## config.mk

```make
export PLATFORM = sky130hd
export DESIGN_NAME = pmbus_fault_status_bytes
export DESIGN_NICKNAME = d
export VERILOG_FILES = /design/src/verilog/fault_status_pkg.sv /design/src/verilog/pmbus_fault_status_bytes.sv /design/src/verilog/sticky_status_byte.sv /design/src/verilog/status_read_mux.sv
export SDC_FILE = /design/constraint.sdc
export NUM_CORES = 1
export LEC_CHECK = 0
export BUFFER_PORTS_ARGS = -buffer_cell sky130_fd_sc_hd__buf_2
export CORE_AREA = 2 2 69 71
export DETAILED_ROUTE_END_ITERATION = 12
export DIE_AREA = 0 0 71 73
export HOLD_SLACK_MARGIN = 0.08
export PLACE_DENSITY = 0.9
export REMOVE_ABC_BUFFERS = 1
export SLEW_MARGIN = 10
export SYNTH_ARGS = -nofsm -noshare
export SYNTH_HDL_FRONTEND = slang
export SYNTH_SLANG_ARGS = --single-unit
```

## constraint.sdc

```tcl
create_clock -name clk -period 3.65 [get_ports clk]
set_input_delay 0.5475 -clock clk [delete_from_list [all_inputs] [get_ports clk]]
set_output_delay 0.5475 -clock clk [all_outputs]
set_load 0.02 [all_outputs]
```

## src/verilog/fault_status_pkg.sv

```systemverilog
// Package of command codes, bit positions and sizes for the fault status bytes
package fault_status_pkg;
  localparam int RAILS = 2;
  localparam int PAGE_W = 1;
  localparam logic [7:0] CMD_OUTPUT_VOLTAGE_STATUS = 8'h7a;
  localparam logic [7:0] CMD_OUTPUT_CURRENT_STATUS = 8'h7b;
  localparam logic [7:0] CMD_INPUT_SUPPLY_STATUS = 8'h7c;
  localparam logic [7:0] CMD_THERMAL_STATUS = 8'h7d;
  localparam logic [7:0] CMD_COMM_LOGIC_MEMORY_STATUS = 8'h7e;
  localparam logic [7:0] STATUS_RESET = 8'h00;
  localparam int STATUS_BYTE_COUNT = 1;
  localparam int SUMMARY_CML_BIT = 1;
  // Event vector positions (source bit = register bit)
  localparam int VOUT_OV_BIT = 7;
  localparam int VOUT_UV_BIT = 4;
  localparam int VOUT_MAX_BIT = 3;
  localparam int IOUT_OC_BIT = 7;
  localparam int IOUT_UC_BIT = 4;
  localparam int IOUT_SHARE_BIT = 3;
  localparam int IN_OVF_BIT = 7;
  localparam int IN_OVW_BIT = 6;
  localparam int IN_UVW_BIT = 5;
  localparam int IN_UVF_BIT = 4;
  localparam int IN_LOW_BIT = 3;
  localparam int IN_OCF_BIT = 2;
  localparam int IN_OCW_BIT = 1;
  localparam int TEMP_OTF_BIT = 7;
  localparam int TEMP_OTW_BIT = 6;
  localparam int TEMP_UTF_BIT = 4;
  localparam int COMM_CMD_BIT = 7;
  localparam int COMM_DATA_BIT = 6;
  localparam int COMM_PEC_BIT = 5;
  localparam int COMM_MEM_BIT = 4;
  localparam int COMM_PROC_BIT = 3;
  localparam int COMM_OTHER_BIT = 1;
  localparam int COMM_LOGIC_BIT = 0;
  // Supported-bit masks; unsupported positions stay zero
  localparam logic [7:0] VOUT_MASK = 8'h98;
  localparam logic [7:0] IOUT_MASK = 8'h98;
  localparam logic [7:0] INPUT_MASK = 8'hfe;
  localparam logic [7:0] TEMP_MASK = 8'hd0;
  localparam logic [7:0] COMM_MASK = 8'hfb;
  typedef enum logic [3:0] {
    SEL_VOUT = 4'b0001,
    SEL_IOUT = 4'b0010,
    SEL_INPUT = 4'b0100,
    SEL_TEMP = 4'b1000
  } paged_sel_t;
endpackage

```

## src/verilog/pmbus_fault_status_bytes.sv

```systemverilog
// Paged and global fault status bytes read by command code
`timescale 1ns/1ps
module pmbus_fault_status_bytes
  import fault_status_pkg::*;
(
  // Clock and reset
  input wire logic clk,
  input wire logic rst_n,
  // Paged fault events, one pulse or level per rail
  input wire logic [RAILS-1:0] out_overvolt_flag,
  input wire logic [RAILS-1:0] out_undervolt_flag,
  input wire logic [RAILS-1:0] out_volt_ceiling_warn,
  input wire logic [RAILS-1:0] out_overcurrent_flag,
  input wire logic [RAILS-1:0] out_undercurrent_flag,
  input wire logic [RAILS-1:0] current_share_flag,
  input wire logic [RAILS-1:0] in_overvolt_flag,
  input wire logic [RAILS-1:0] in_overvolt_warning,
  input wire logic [RAILS-1:0] in_undervolt_warning,
  input wire logic [RAILS-1:0] in_undervolt_flag,
  input wire logic [RAILS-1:0] input_too_low_disabled,
  input wire logic [RAILS-1:0] in_overcurrent_flag,
  input wire logic [RAILS-1:0] in_overcurrent_warning,
  input wire logic [RAILS-1:0] overheat_flag,
  input wire logic [RAILS-1:0] overheat_warning,
  input wire logic [RAILS-1:0] undercool_flag,
  // Global communications, memory and logic events
  input wire logic bad_command_flag,
  input wire logic bad_payload_flag,
  input wire logic packet_check_fail_flag,
  input wire logic memory_error_flag,
  input wire logic processor_error_flag,
  input wire logic other_comm_error_flag,
  input wire logic other_memlogic_error_flag,
  // Page and command from the bus interface
  input wire logic [PAGE_W-1:0] page,
  input wire logic [7:0] cmd_code,
  input wire logic read_req,
  // Clear strobe: one strobe for all bytes, cmd_code picks the byte; mask of bits to clear
  input wire logic clear_req,
  input wire logic [7:0] clear_mask,
  // Read answer
  output logic [7:0] read_data,
  output logic read_valid,
  output logic read_bad_cmd,
  // Summary flag
  output logic comm_logic_summary
);
  // =========================================================
  // Event vectors
  logic [7:0] vout_ev [RAILS];
  logic [7:0] iout_ev [RAILS];
  logic [7:0] in_ev [RAILS];
  logic [7:0] temp_ev [RAILS];
  logic [7:0] comm_ev;
  logic [7:0] vout_st [RAILS];
  logic [7:0] iout_st [RAILS];
  logic [7:0] in_st [RAILS];
  logic [7:0] temp_st [RAILS];
  logic [7:0] comm_st;
  logic [7:0] mux_byte;
  logic mux_hit;
  logic bad_cmd_ev;
  logic [3:0] clr_sel;
  logic clr_comm;

  always_comb begin
    for (int r = 0; r < RAILS; r++) begin
      vout_ev[r] = 8'h00;
      vout_ev[r][VOUT_OV_BIT] = out_overvolt_flag[r];
      vout_ev[r][VOUT_UV_BIT] = out_undervolt_flag[r];
      vout_ev[r][VOUT_MAX_BIT] = out_volt_ceiling_warn[r];
      iout_ev[r] = 8'h00;
      iout_ev[r][IOUT_OC_BIT] = out_overcurrent_flag[r];
      iout_ev[r][IOUT_UC_BIT] = out_undercurrent_flag[r];
      iout_ev[r][IOUT_SHARE_BIT] = current_share_flag[r];
      in_ev[r] = 8'h00;
      in_ev[r][IN_OVF_BIT] = in_overvolt_flag[r];
      in_ev[r][IN_OVW_BIT] = in_overvolt_warning[r];
      in_ev[r][IN_UVW_BIT] = in_undervolt_warning[r];
      in_ev[r][IN_UVF_BIT] = in_undervolt_flag[r];
      in_ev[r][IN_LOW_BIT] = input_too_low_disabled[r];
      in_ev[r][IN_OCF_BIT] = in_overcurrent_flag[r];
      in_ev[r][IN_OCW_BIT] = in_overcurrent_warning[r];
      temp_ev[r] = 8'h00;
      temp_ev[r][TEMP_OTF_BIT] = overheat_flag[r];
      temp_ev[r][TEMP_OTW_BIT] = overheat_warning[r];
      temp_ev[r][TEMP_UTF_BIT] = undercool_flag[r];
    end
  end

  // An unknown command read is itself logged as a bad command
  assign bad_cmd_ev = read_req & ~mux_hit;

  always_comb begin
    comm_ev = 8'h00;
    comm_ev[COMM_CMD_BIT] = bad_command_flag | bad_cmd_ev;
    comm_ev[COMM_DATA_BIT] = bad_payload_flag;
    comm_ev[COMM_PEC_BIT] = packet_check_fail_flag;
    comm_ev[COMM_MEM_BIT] = memory_error_flag;
    comm_ev[COMM_PROC_BIT] = processor_error_flag;
    comm_ev[COMM_OTHER_BIT] = other_comm_error_flag;
    comm_ev[COMM_LOGIC_BIT] = other_memlogic_error_flag;
  end

  // =========================================================
  // Clear decode: clear_req with cmd_code picks the byte, on current page for paged bytes
  // A clear naming an unknown code does nothing; only a read logs it
  always_comb begin
    clr_sel = 4'b0000;
    clr_comm = 1'b0;
    if (clear_req) begin
      case (cmd_code)
        CMD_OUTPUT_VOLTAGE_STATUS: clr_sel = SEL_VOUT;
        CMD_OUTPUT_CURRENT_STATUS: clr_sel = SEL_IOUT;
        CMD_INPUT_SUPPLY_STATUS: clr_sel = SEL_INPUT;
        CMD_THERMAL_STATUS: clr_sel = SEL_TEMP;
        CMD_COMM_LOGIC_MEMORY_STATUS: clr_comm = 1'b1;
        default: clr_sel = 4'b0000;
      endcase
    end
  end

  // =========================================================
  // Storage: per-rail copies and one global byte
  for (genvar g = 0; g < RAILS; g++) begin : g_rail
    logic here;
    assign here = (page == PAGE_W'(g));
    sticky_status_byte u_vout (
      .clk(clk), .rst_n(rst_n), .set_ev(vout_ev[g]),
      .clr_bits((here && clr_sel[0]) ? clear_mask : 8'h00),
      .supported(VOUT_MASK), .value(vout_st[g]));
    sticky_status_byte u_iout (
      .clk(clk), .rst_n(rst_n), .set_ev(iout_ev[g]),
      .clr_bits((here && clr_sel[1]) ? clear_mask : 8'h00),
      .supported(IOUT_MASK), .value(iout_st[g]));
    sticky_status_byte u_input (
      .clk(clk), .rst_n(rst_n), .set_ev(in_ev[g]),
      .clr_bits((here && clr_sel[2]) ? clear_mask : 8'h00),
      .supported(INPUT_MASK), .value(in_st[g]));
    sticky_status_byte u_temp (
      .clk(clk), .rst_n(rst_n), .set_ev(temp_ev[g]),
      .clr_bits((here && clr_sel[3]) ? clear_mask : 8'h00),
      .supported(TEMP_MASK), .value(temp_st[g]));
  end

  sticky_status_byte u_comm (
    .clk(clk),
    .rst_n(rst_n),
    .set_ev(comm_ev),
    .clr_bits(clr_comm ? clear_mask : 8'h00),
    .supported(COMM_MASK),
    .value(comm_st)
  );

  // =========================================================
  // Read path: one byte per read, registered
  // read_data keeps the last byte between reads; only the pulses mark news
  status_read_mux u_mux (
    .cmd_code(cmd_code),
    .vout_b(vout_st[page]),
    .iout_b(iout_st[page]),
    .input_b(in_st[page]),
    .temp_b(temp_st[page]),
    .comm_b(comm_st),
    .byte_out(mux_byte),
    .hit(mux_hit)
  );

  logic [7:0] read_data_r, read_data_nxt;
  logic read_valid_r, read_valid_nxt;
  logic read_bad_r, read_bad_nxt;
  logic summary_r, summary_nxt;

  always_comb begin
    read_data_nxt = read_data_r;
    read_valid_nxt = 1'b0;
    read_bad_nxt = 1'b0;
    if (read_req) begin
      read_data_nxt = mux_hit ? mux_byte : 8'h00;
      read_valid_nxt = mux_hit;
      read_bad_nxt = ~mux_hit;
    end
    summary_nxt = |comm_st;
  end

  always_ff @(posedge clk) begin
    if (!rst_n) begin
      read_data_r <= STATUS_RESET;
      read_valid_r <= 1'b0;
      read_bad_r <= 1'b0;
      summary_r <= 1'b0;
    end else begin
      read_data_r <= read_data_nxt;
      read_valid_r <= read_valid_nxt;
      read_bad_r <= read_bad_nxt;
      summary_r <= summary_nxt;
    end
  end

  assign read_data = read_data_r;
  assign read_valid = read_valid_r;
  assign read_bad_cmd = read_bad_r;
  assign comm_logic_summary = summary_r;

  // =========================================================
  // Assertions
  // Single-bit spot checks of the event wiring, one rail each
  AST_OV_LATCH: assert property (@(posedge clk) disable iff (!rst_n)
    out_overvolt_flag[0] |=> vout_st[0][VOUT_OV_BIT])
    else $error("overvoltage not latched");
  AST_UV_LATCH: assert property (@(posedge clk) disable iff (!rst_n)
    out_undervolt_flag[1] |=> vout_st[1][VOUT_UV_BIT])
    else $error("undervoltage not latched");
  AST_OC_LATCH: assert property (@(posedge clk) disable iff (!rst_n)
    out_overcurrent_flag[0] |=> iout_st[0][IOUT_OC_BIT])
    else $error("overcurrent not latched");
  AST_INLOW_LATCH: assert property (@(posedge clk) disable iff (!rst_n)
    input_too_low_disabled[0] |=> in_st[0][IN_LOW_BIT])
    else $error("input low not latched");
  AST_OT_LATCH: assert property (@(posedge clk) disable iff (!rst_n)
    overheat_flag[1] |=> temp_st[1][TEMP_OTF_BIT])
    else $error("overheat not latched");
  // Whole-byte latching: every raised event bit is held on the next edge
  AST_VOUT_BITS: assert property (@(posedge clk) disable iff (!rst_n)
    (vout_ev[1] != 8'h00) |=> ((vout_st[1] & $past(vout_ev[1])) == $past(vout_ev[1])))
    else $error("voltage byte bit not latched");
  AST_IOUT_BITS: assert property (@(posedge clk) disable iff (!rst_n)
    (iout_ev[0] != 8'h00) |=> ((iout_st[0] & $past(iout_ev[0])) == $past(iout_ev[0])))
    else $error("current byte bit not latched");
  AST_INPUT_BITS: assert property (@(posedge clk) disable iff (!rst_n)
    (in_ev[0] != 8'h00) |=> ((in_st[0] & $past(in_ev[0])) == $past(in_ev[0])))
    else $error("input byte bit not latched");
  AST_TEMP_BITS: assert property (@(posedge clk) disable iff (!rst_n)
    (temp_ev[0] != 8'h00) |=> ((temp_st[0] & $past(temp_ev[0])) == $past(temp_ev[0])))
    else $error("thermal byte bit not latched");
  AST_COMM_BITS: assert property (@(posedge clk) disable iff (!rst_n)
    (comm_ev != 8'h00) |=> ((comm_st & $past(comm_ev)) == $past(comm_ev)))
    else $error("comm byte bit not latched");
  // Set wins over a clear of the same byte in the same cycle
  AST_PEC_SET_WINS: assert property (@(posedge clk) disable iff (!rst_n)
    (packet_check_fail_flag && clr_comm) |=> comm_st[COMM_PEC_BIT])
    else $error("set lost against clear");
  AST_CLEAR_PAGED: assert property (@(posedge clk) disable iff (!rst_n)
    (clr_sel[0] && page == 1'b0)
    |=> ((vout_st[0] & $past(clear_mask & ~vout_ev[0])) == 8'h00))
    else $error("clear missed the selected page");
  AST_BADCMD: assert property (@(posedge clk) disable iff (!rst_n)
    (read_req && !mux_hit) |=> (read_bad_cmd && comm_st[COMM_CMD_BIT]))
    else $error("bad command not logged");
  AST_SUMMARY: assert property (@(posedge clk) disable iff (!rst_n)
    (|comm_st) |=> comm_logic_summary)
    else $error("summary flag missing");
  AST_SUMMARY_QUIET: assert property (@(posedge clk) disable iff (!rst_n)
    (comm_st == 8'h00) |=> !comm_logic_summary)
    else $error("summary flag without cause");
  // Each read gets exactly one answer, a byte or a refusal
  AST_ONE_BYTE: assert property (@(posedge clk) disable iff (!rst_n)
    read_req |=> (read_valid != read_bad_cmd))
    else $error("read not answered once");
  AST_ANSWER_ASKED: assert property (@(posedge clk) disable iff (!rst_n)
    (read_valid || read_bad_cmd) |-> $past(read_req))
    else $error("answer without request");
  AST_UNSUP_ZERO: assert property (@(posedge clk) disable iff (!rst_n)
    ((vout_st[0] & ~VOUT_MASK) == 8'h00) && ((iout_st[1] & ~IOUT_MASK) == 8'h00)
    && ((in_st[0] & ~INPUT_MASK) == 8'h00) && ((temp_st[1] & ~TEMP_MASK) == 8'h00)
    && ((comm_st & ~COMM_MASK) == 8'h00))
    else $error("unsupported bit set");
  // A raise on rail 0 alone must leave the rail 1 copy untouched
  AST_PAGE_SEPARATE: assert property (@(posedge clk) disable iff (!rst_n)
    (out_overvolt_flag == 2'b01 && !vout_st[1][VOUT_OV_BIT] && !clear_req)
    |=> !vout_st[1][VOUT_OV_BIT])
    else $error("rail copies not separate");
  // Main scenarios
  COV_READ: cover property (@(posedge clk) disable iff (!rst_n) read_valid);
  COV_BAD: cover property (@(posedge clk) disable iff (!rst_n) read_bad_cmd);
  COV_SUM: cover property (@(posedge clk) disable iff (!rst_n) comm_logic_summary);
  COV_CLR: cover property (@(posedge clk) disable iff (!rst_n) clr_sel != 4'b0000);
  COV_SET_CLEAR: cover property (@(posedge clk) disable iff (!rst_n)
    packet_check_fail_flag && clr_comm);
endmodule // pmbus_fault_status_bytes

```

## src/verilog/sticky_status_byte.sv

```systemverilog
// One sticky status byte with masked set and clear
`timescale 1ns/1ps
module sticky_status_byte (
  // Clock and reset
  input wire logic clk,
  input wire logic rst_n,
  // Events and clear
  input wire logic [7:0] set_ev,
  input wire logic [7:0] clr_bits,
  input wire logic [7:0] supported,
  // State
  output logic [7:0] value
);
  import fault_status_pkg::*;
  logic [7:0] value_r;
  logic [7:0] value_nxt;
  // Set wins over a clear landing in the same cycle
  always_comb begin
    value_nxt = ((value_r & ~clr_bits) | set_ev) & supported;
  end
  always_ff @(posedge clk) begin
    if (!rst_n) begin
      value_r <= STATUS_RESET;
    end else begin
      value_r <= value_nxt;
    end
  end
  assign value = value_r;
endmodule // sticky_status_byte

```

## src/verilog/status_read_mux.sv

```systemverilog
// Selects the byte answered for a status read command
`timescale 1ns/1ps
module status_read_mux (
  // Command
  input wire logic [7:0] cmd_code,
  // Bytes of the selected page and the global comm byte
  input wire logic [7:0] vout_b,
  input wire logic [7:0] iout_b,
  input wire logic [7:0] input_b,
  input wire logic [7:0] temp_b,
  input wire logic [7:0] comm_b,
  // Result
  output logic [7:0] byte_out,
  output logic hit
);
  import fault_status_pkg::*;
  always_comb begin
    byte_out = 8'h00;
    hit = 1'b1;
    case (cmd_code)
      CMD_OUTPUT_VOLTAGE_STATUS: byte_out = vout_b;
      CMD_OUTPUT_CURRENT_STATUS: byte_out = iout_b;
      CMD_INPUT_SUPPLY_STATUS: byte_out = input_b;
      CMD_THERMAL_STATUS: byte_out = temp_b;
      CMD_COMM_LOGIC_MEMORY_STATUS: byte_out = comm_b;
      default: hit = 1'b0;
    endcase
  end
endmodule // status_read_mux

```

==> results.sh <==
export IMPL_outcome="complete, no violations"
export IMPL_worst_path_max_fanout=36
export IMPL_grt_util_met1_pct=29.2
export IMPL_netlist_area_sq_um=2380
export IMPL_die_height_um=73
export IMPL_clk_pin_slew_worst_paths_ns=0.08
export IMPL_pin_count_of_the_biggest_net_entering_global_routing=49
export IMPL_placedInstanceArea_sq_um=2690
export IMPL_timing_worst_setup_path_type="input port to flip-flop"
export IMPL_synth_seq_area_share_pct=42.0
export IMPL_dominantRegCellSynth="dfxtp_1"
export IMPL_clk_insertion_delay_late_ns=0.30
export IMPL_pre_cts_slack_ns=1.49
export IMPL_gate_power_share_pct=14.5
export IMPL_final_hold_worst_slack_ns=0.485
export IMPL_wl_per_cell_um=15.7
export IMPL_cp_num_buf_inv=1
export IMPL_detail_route_iter0_violations=197
export IMPL_n_antenna_cell=0
export IMPL_die_w_um=71
export IMPL_post_dp_hpwl_um=4430
export IMPL_p_sw_share_pct=26.5
export IMPL_worstPathArrival_ns=2.05
export IMPL_clock_path_buffers=2
export IMPL_globalRouteTotalUtil_pct=23.6
export IMPL_netSwitchingPower_mw=0.281
export IMPL_fin_util_pct=61.0
export IMPL_timing_final_setup_violations=0
export IMPL_htree_num_levels=2
export IMPL_timing_max_slew_rel_slack_pct=53.0
export IMPL_power_density_nw_per_um2=383
export IMPL_critical_path_required_ns=3.84
export IMPL_post_synth_top_area_fraction_pct=42.0
export IMPL_crit_family="multiplexers"
export IMPL_fin_worst_skew_ns=0.00384
export IMPL_timing_critical_path_slowest_cell_delay_ns=0.65
export IMPL_start_kind="input port"
export IMPL_post_cts_resized=0
export IMPL_final_period_minus_worst_setup_slack_ns=1.86
export IMPL_first_pass_grt_wire_length_um=9770
export IMPL_busiest_layer_in_global_routing="met2"
export IMPL_crit_path_cell_trace="buf_2 -> mux4_1 -> a31oi_1 -> a21oi_1"
export IMPL_crit_path_top_delay_cell="mux4_1"
export IMPL_num_rows=25
export IMPL_global_route_usage_met2_pct=40.2
export IMPL_clkSinkCount=50
export IMPL_worst_hold_class="input port to flip-flop"
export IMPL_layout_area_overhead_vs_synth_pct=16.3
export IMPL_max_cap_violations=0
export IMPL_setup_total_negative_slack_ns=0
export IMPL_sequential_share_of_power_pct=56.4
export IMPL_dp_cells=378
export IMPL_cts_buffers_inserted=5
export IMPL_drt_wl_total_um=6050
export IMPL_route_vias_total=2282
export IMPL_io_buffers=70
export IMPL_drt_vias_per_instance=5.93
export IMPL_clkPwrFrac_pct=29.1
export IMPL_postSynthRegisterBits=50
export IMPL_asyncSetResetFlopFracSynth_pct=0
export IMPL_synthesis_area_per_instance_sq_um=8.79
export IMPL_number_of_antenna_violations_at_the_first_check_in_global_routing=0
export IMPL_layout_setup_ws_ns=1.79
export IMPL_use_met3_pct=5.66
export IMPL_place_gp_congestion=0.810
export IMPL_post_route_drc_count=0
export IMPL_initial_utilization_pct=52.5
export IMPL_rsz0062_at_grt="false"
export IMPL_fmaxAchievable_ghz=0.538
export IMPL_number_of_buffers_inserted_by_hold_repair_at_cts=0
export IMPL_globalRoute_totalOverflow=0
export IMPL_ctsRootBufferMaster="clkbuf_8"
export IMPL_grt_pass1_vias=2168
export IMPL_period_share_pct=50.9
export IMPL_yosys_cell_types_count=42
export IMPL_yosysTopAreaCell="dfxtp_1"
export IMPL_top_cells_by_area_in_the_synthesized_netlist="dfxtp_1 (42%), o21ai_0 (9.2%), a21oi_1 (5.9%), mux2i_1 (4.2%), a31oi_1 (3.9%)"
export IMPL_cts_tree="built"
export IMPL_cellLeakagePower_nw=1.20
export IMPL_ys_warn_count=0
export IMPL_cts_setup_buffers=0
export IMPL_fin_nets=391
export IMPL_report_power_total_mw=1.06
export IMPL_setup_worst_path_end_class="flip-flop"
export IMPL_final_fill_count=410
export IMPL_full_die_area_sq_um=5180
export IMPL_cell_internal_pwr_mw=0.780
export IMPL_finalHoldViolations=0
export IMPL_peakVddDrop_mv=0.190
export IMPL_synth_edff_count=0
export IMPL_finish_instance_area_sq_um=2770
export IMPL_final_layout_size_suffix_gt1_share_pct=26.0
export IMPL_iteration_count_of_the_initial_detailed_routing_pass=4
export IMPL_pin_slew_with_the_least_headroom_to_its_limit_ns=0.706
export IMPL_core_area_sq_um=4540
export IMPL_io_pin_count=71
export IMPL_final_cell_count_without_fillers=385
export IMPL_final_antenna_net_count=0
export IMPL_drv_slew=0
export IMPL_syn_inst=271
[routing by layer]
| metal | share of wire [%] | wire [um] | up-vias |
|---|---|---|---|
| met5 | 0 | 0 | - |
| met1 | 43 | 2580 | 1073 |
| met2 | 49 | 2990 | 83 |
| li1 | - | - | 1116 |
| met3 | 6.6 | 399 | 10 |
| met4 | 1.4 | 87 | 0 |
[Yosys cell counts, types with 2 or more instances]
cell type,instances
nor3_1,11
nor3b_1,10
mux4_1,3
nor2b_1,2
nand3_1,3
a21oi_1,28
mux2i_1,10
nor4b_1,3
o2bb2ai_1,2
nand4b_1,3
o21ai_0,44
nor2_1,14
o22ai_1,3
buf_2,6
inv_1,13
nand2_1,15
nor3_4,2
a31o_2,2
dfxtp_1,50
buf_6,4
clkbuf_1,5
nand3b_1,2
a31oi_1,15
mux2_2,3
[flip-flops by register name, summed over array words and instances (netlist names)]
register              cells
g_rail.u_iout.value       6
read_bad_cmd              1
g_rail.u_input.value     14
read_data                 8
u_comm.value              7
g_rail.u_vout.value       6
g_rail.u_temp.value       6
comm_logic_summary        1
read_valid                1
[worst paths after layout]
kind                                   startpoint                                   end  slack (ns)  cells past startpoint
max                                          page             read_data[3]$_SDFFE_PN0P_        1.79                      4
min                                 clear_mask[3]  g_rail[0].u_vout.value[3]$_SDFF_PN0_        0.48                      2
min reg2reg             read_data[2]$_SDFFE_PN0P_             read_data[2]$_SDFFE_PN0P_        0.51                      1
max reg2reg  g_rail[1].u_vout.value[3]$_SDFF_PN0_             read_data[3]$_SDFFE_PN0P_        2.41                      3
[logic make-up after synthesis]
kind of cell	after synthesis	share of synthesized area, %
AO/OA/AOI/OAI	100	23.3
multiplexers	16	8.93
AND/OR/NAND/NOR	74	19.0
buffers and inverters	31	6.67
flip-flops	50	42.0
[power by group through the flow]
stage               Sequential [mW]  Clock, mW  Combinational [mW]
global route                  0.602      0.334               0.172
global placement              0.608          0               0.146
CTS                           0.598      0.307               0.154
finish                        0.598      0.309               0.154
floorplan                     0.607          0              0.0725
detailed placement            0.610          0               0.153
[cell type report]
type	instances	area [sq um]	share of cell area (%)
clock buffer	7	76.3	2.76
inverter	14	52.6	1.90
multi-input combinational	190	1220	44.1
sequential	50	1000	36.1
tap	54	67.6	2.44
timing repair buffer	70	350	12.7
[placed cells by master (no fill, tap or decap), types with 2 or more instances in the layout]
master	Yosys	routed
inv_1	13	13
clkbuf_8	0	5
mux2_2	3	3
dfxtp_1	50	50
nor2b_1	2	2
nor4b_1	3	3
nor2_1	14	14
clkbuf_1	5	2
mux2i_1	10	10
nand3_1	3	3
a31oi_1	15	15
nand4b_1	3	3
a21oi_1	28	28
a31o_2	2	2
nand2_1	15	15
nand3b_1	2	2
o2bb2ai_1	2	2
nor3_1	11	11
nor3_4	2	2
nor3b_1	10	10
mux4_1	3	3
o22ai_1	3	3
buf_2	6	70
o21ai_0	44	44
(Power assumes the default switching activity.)
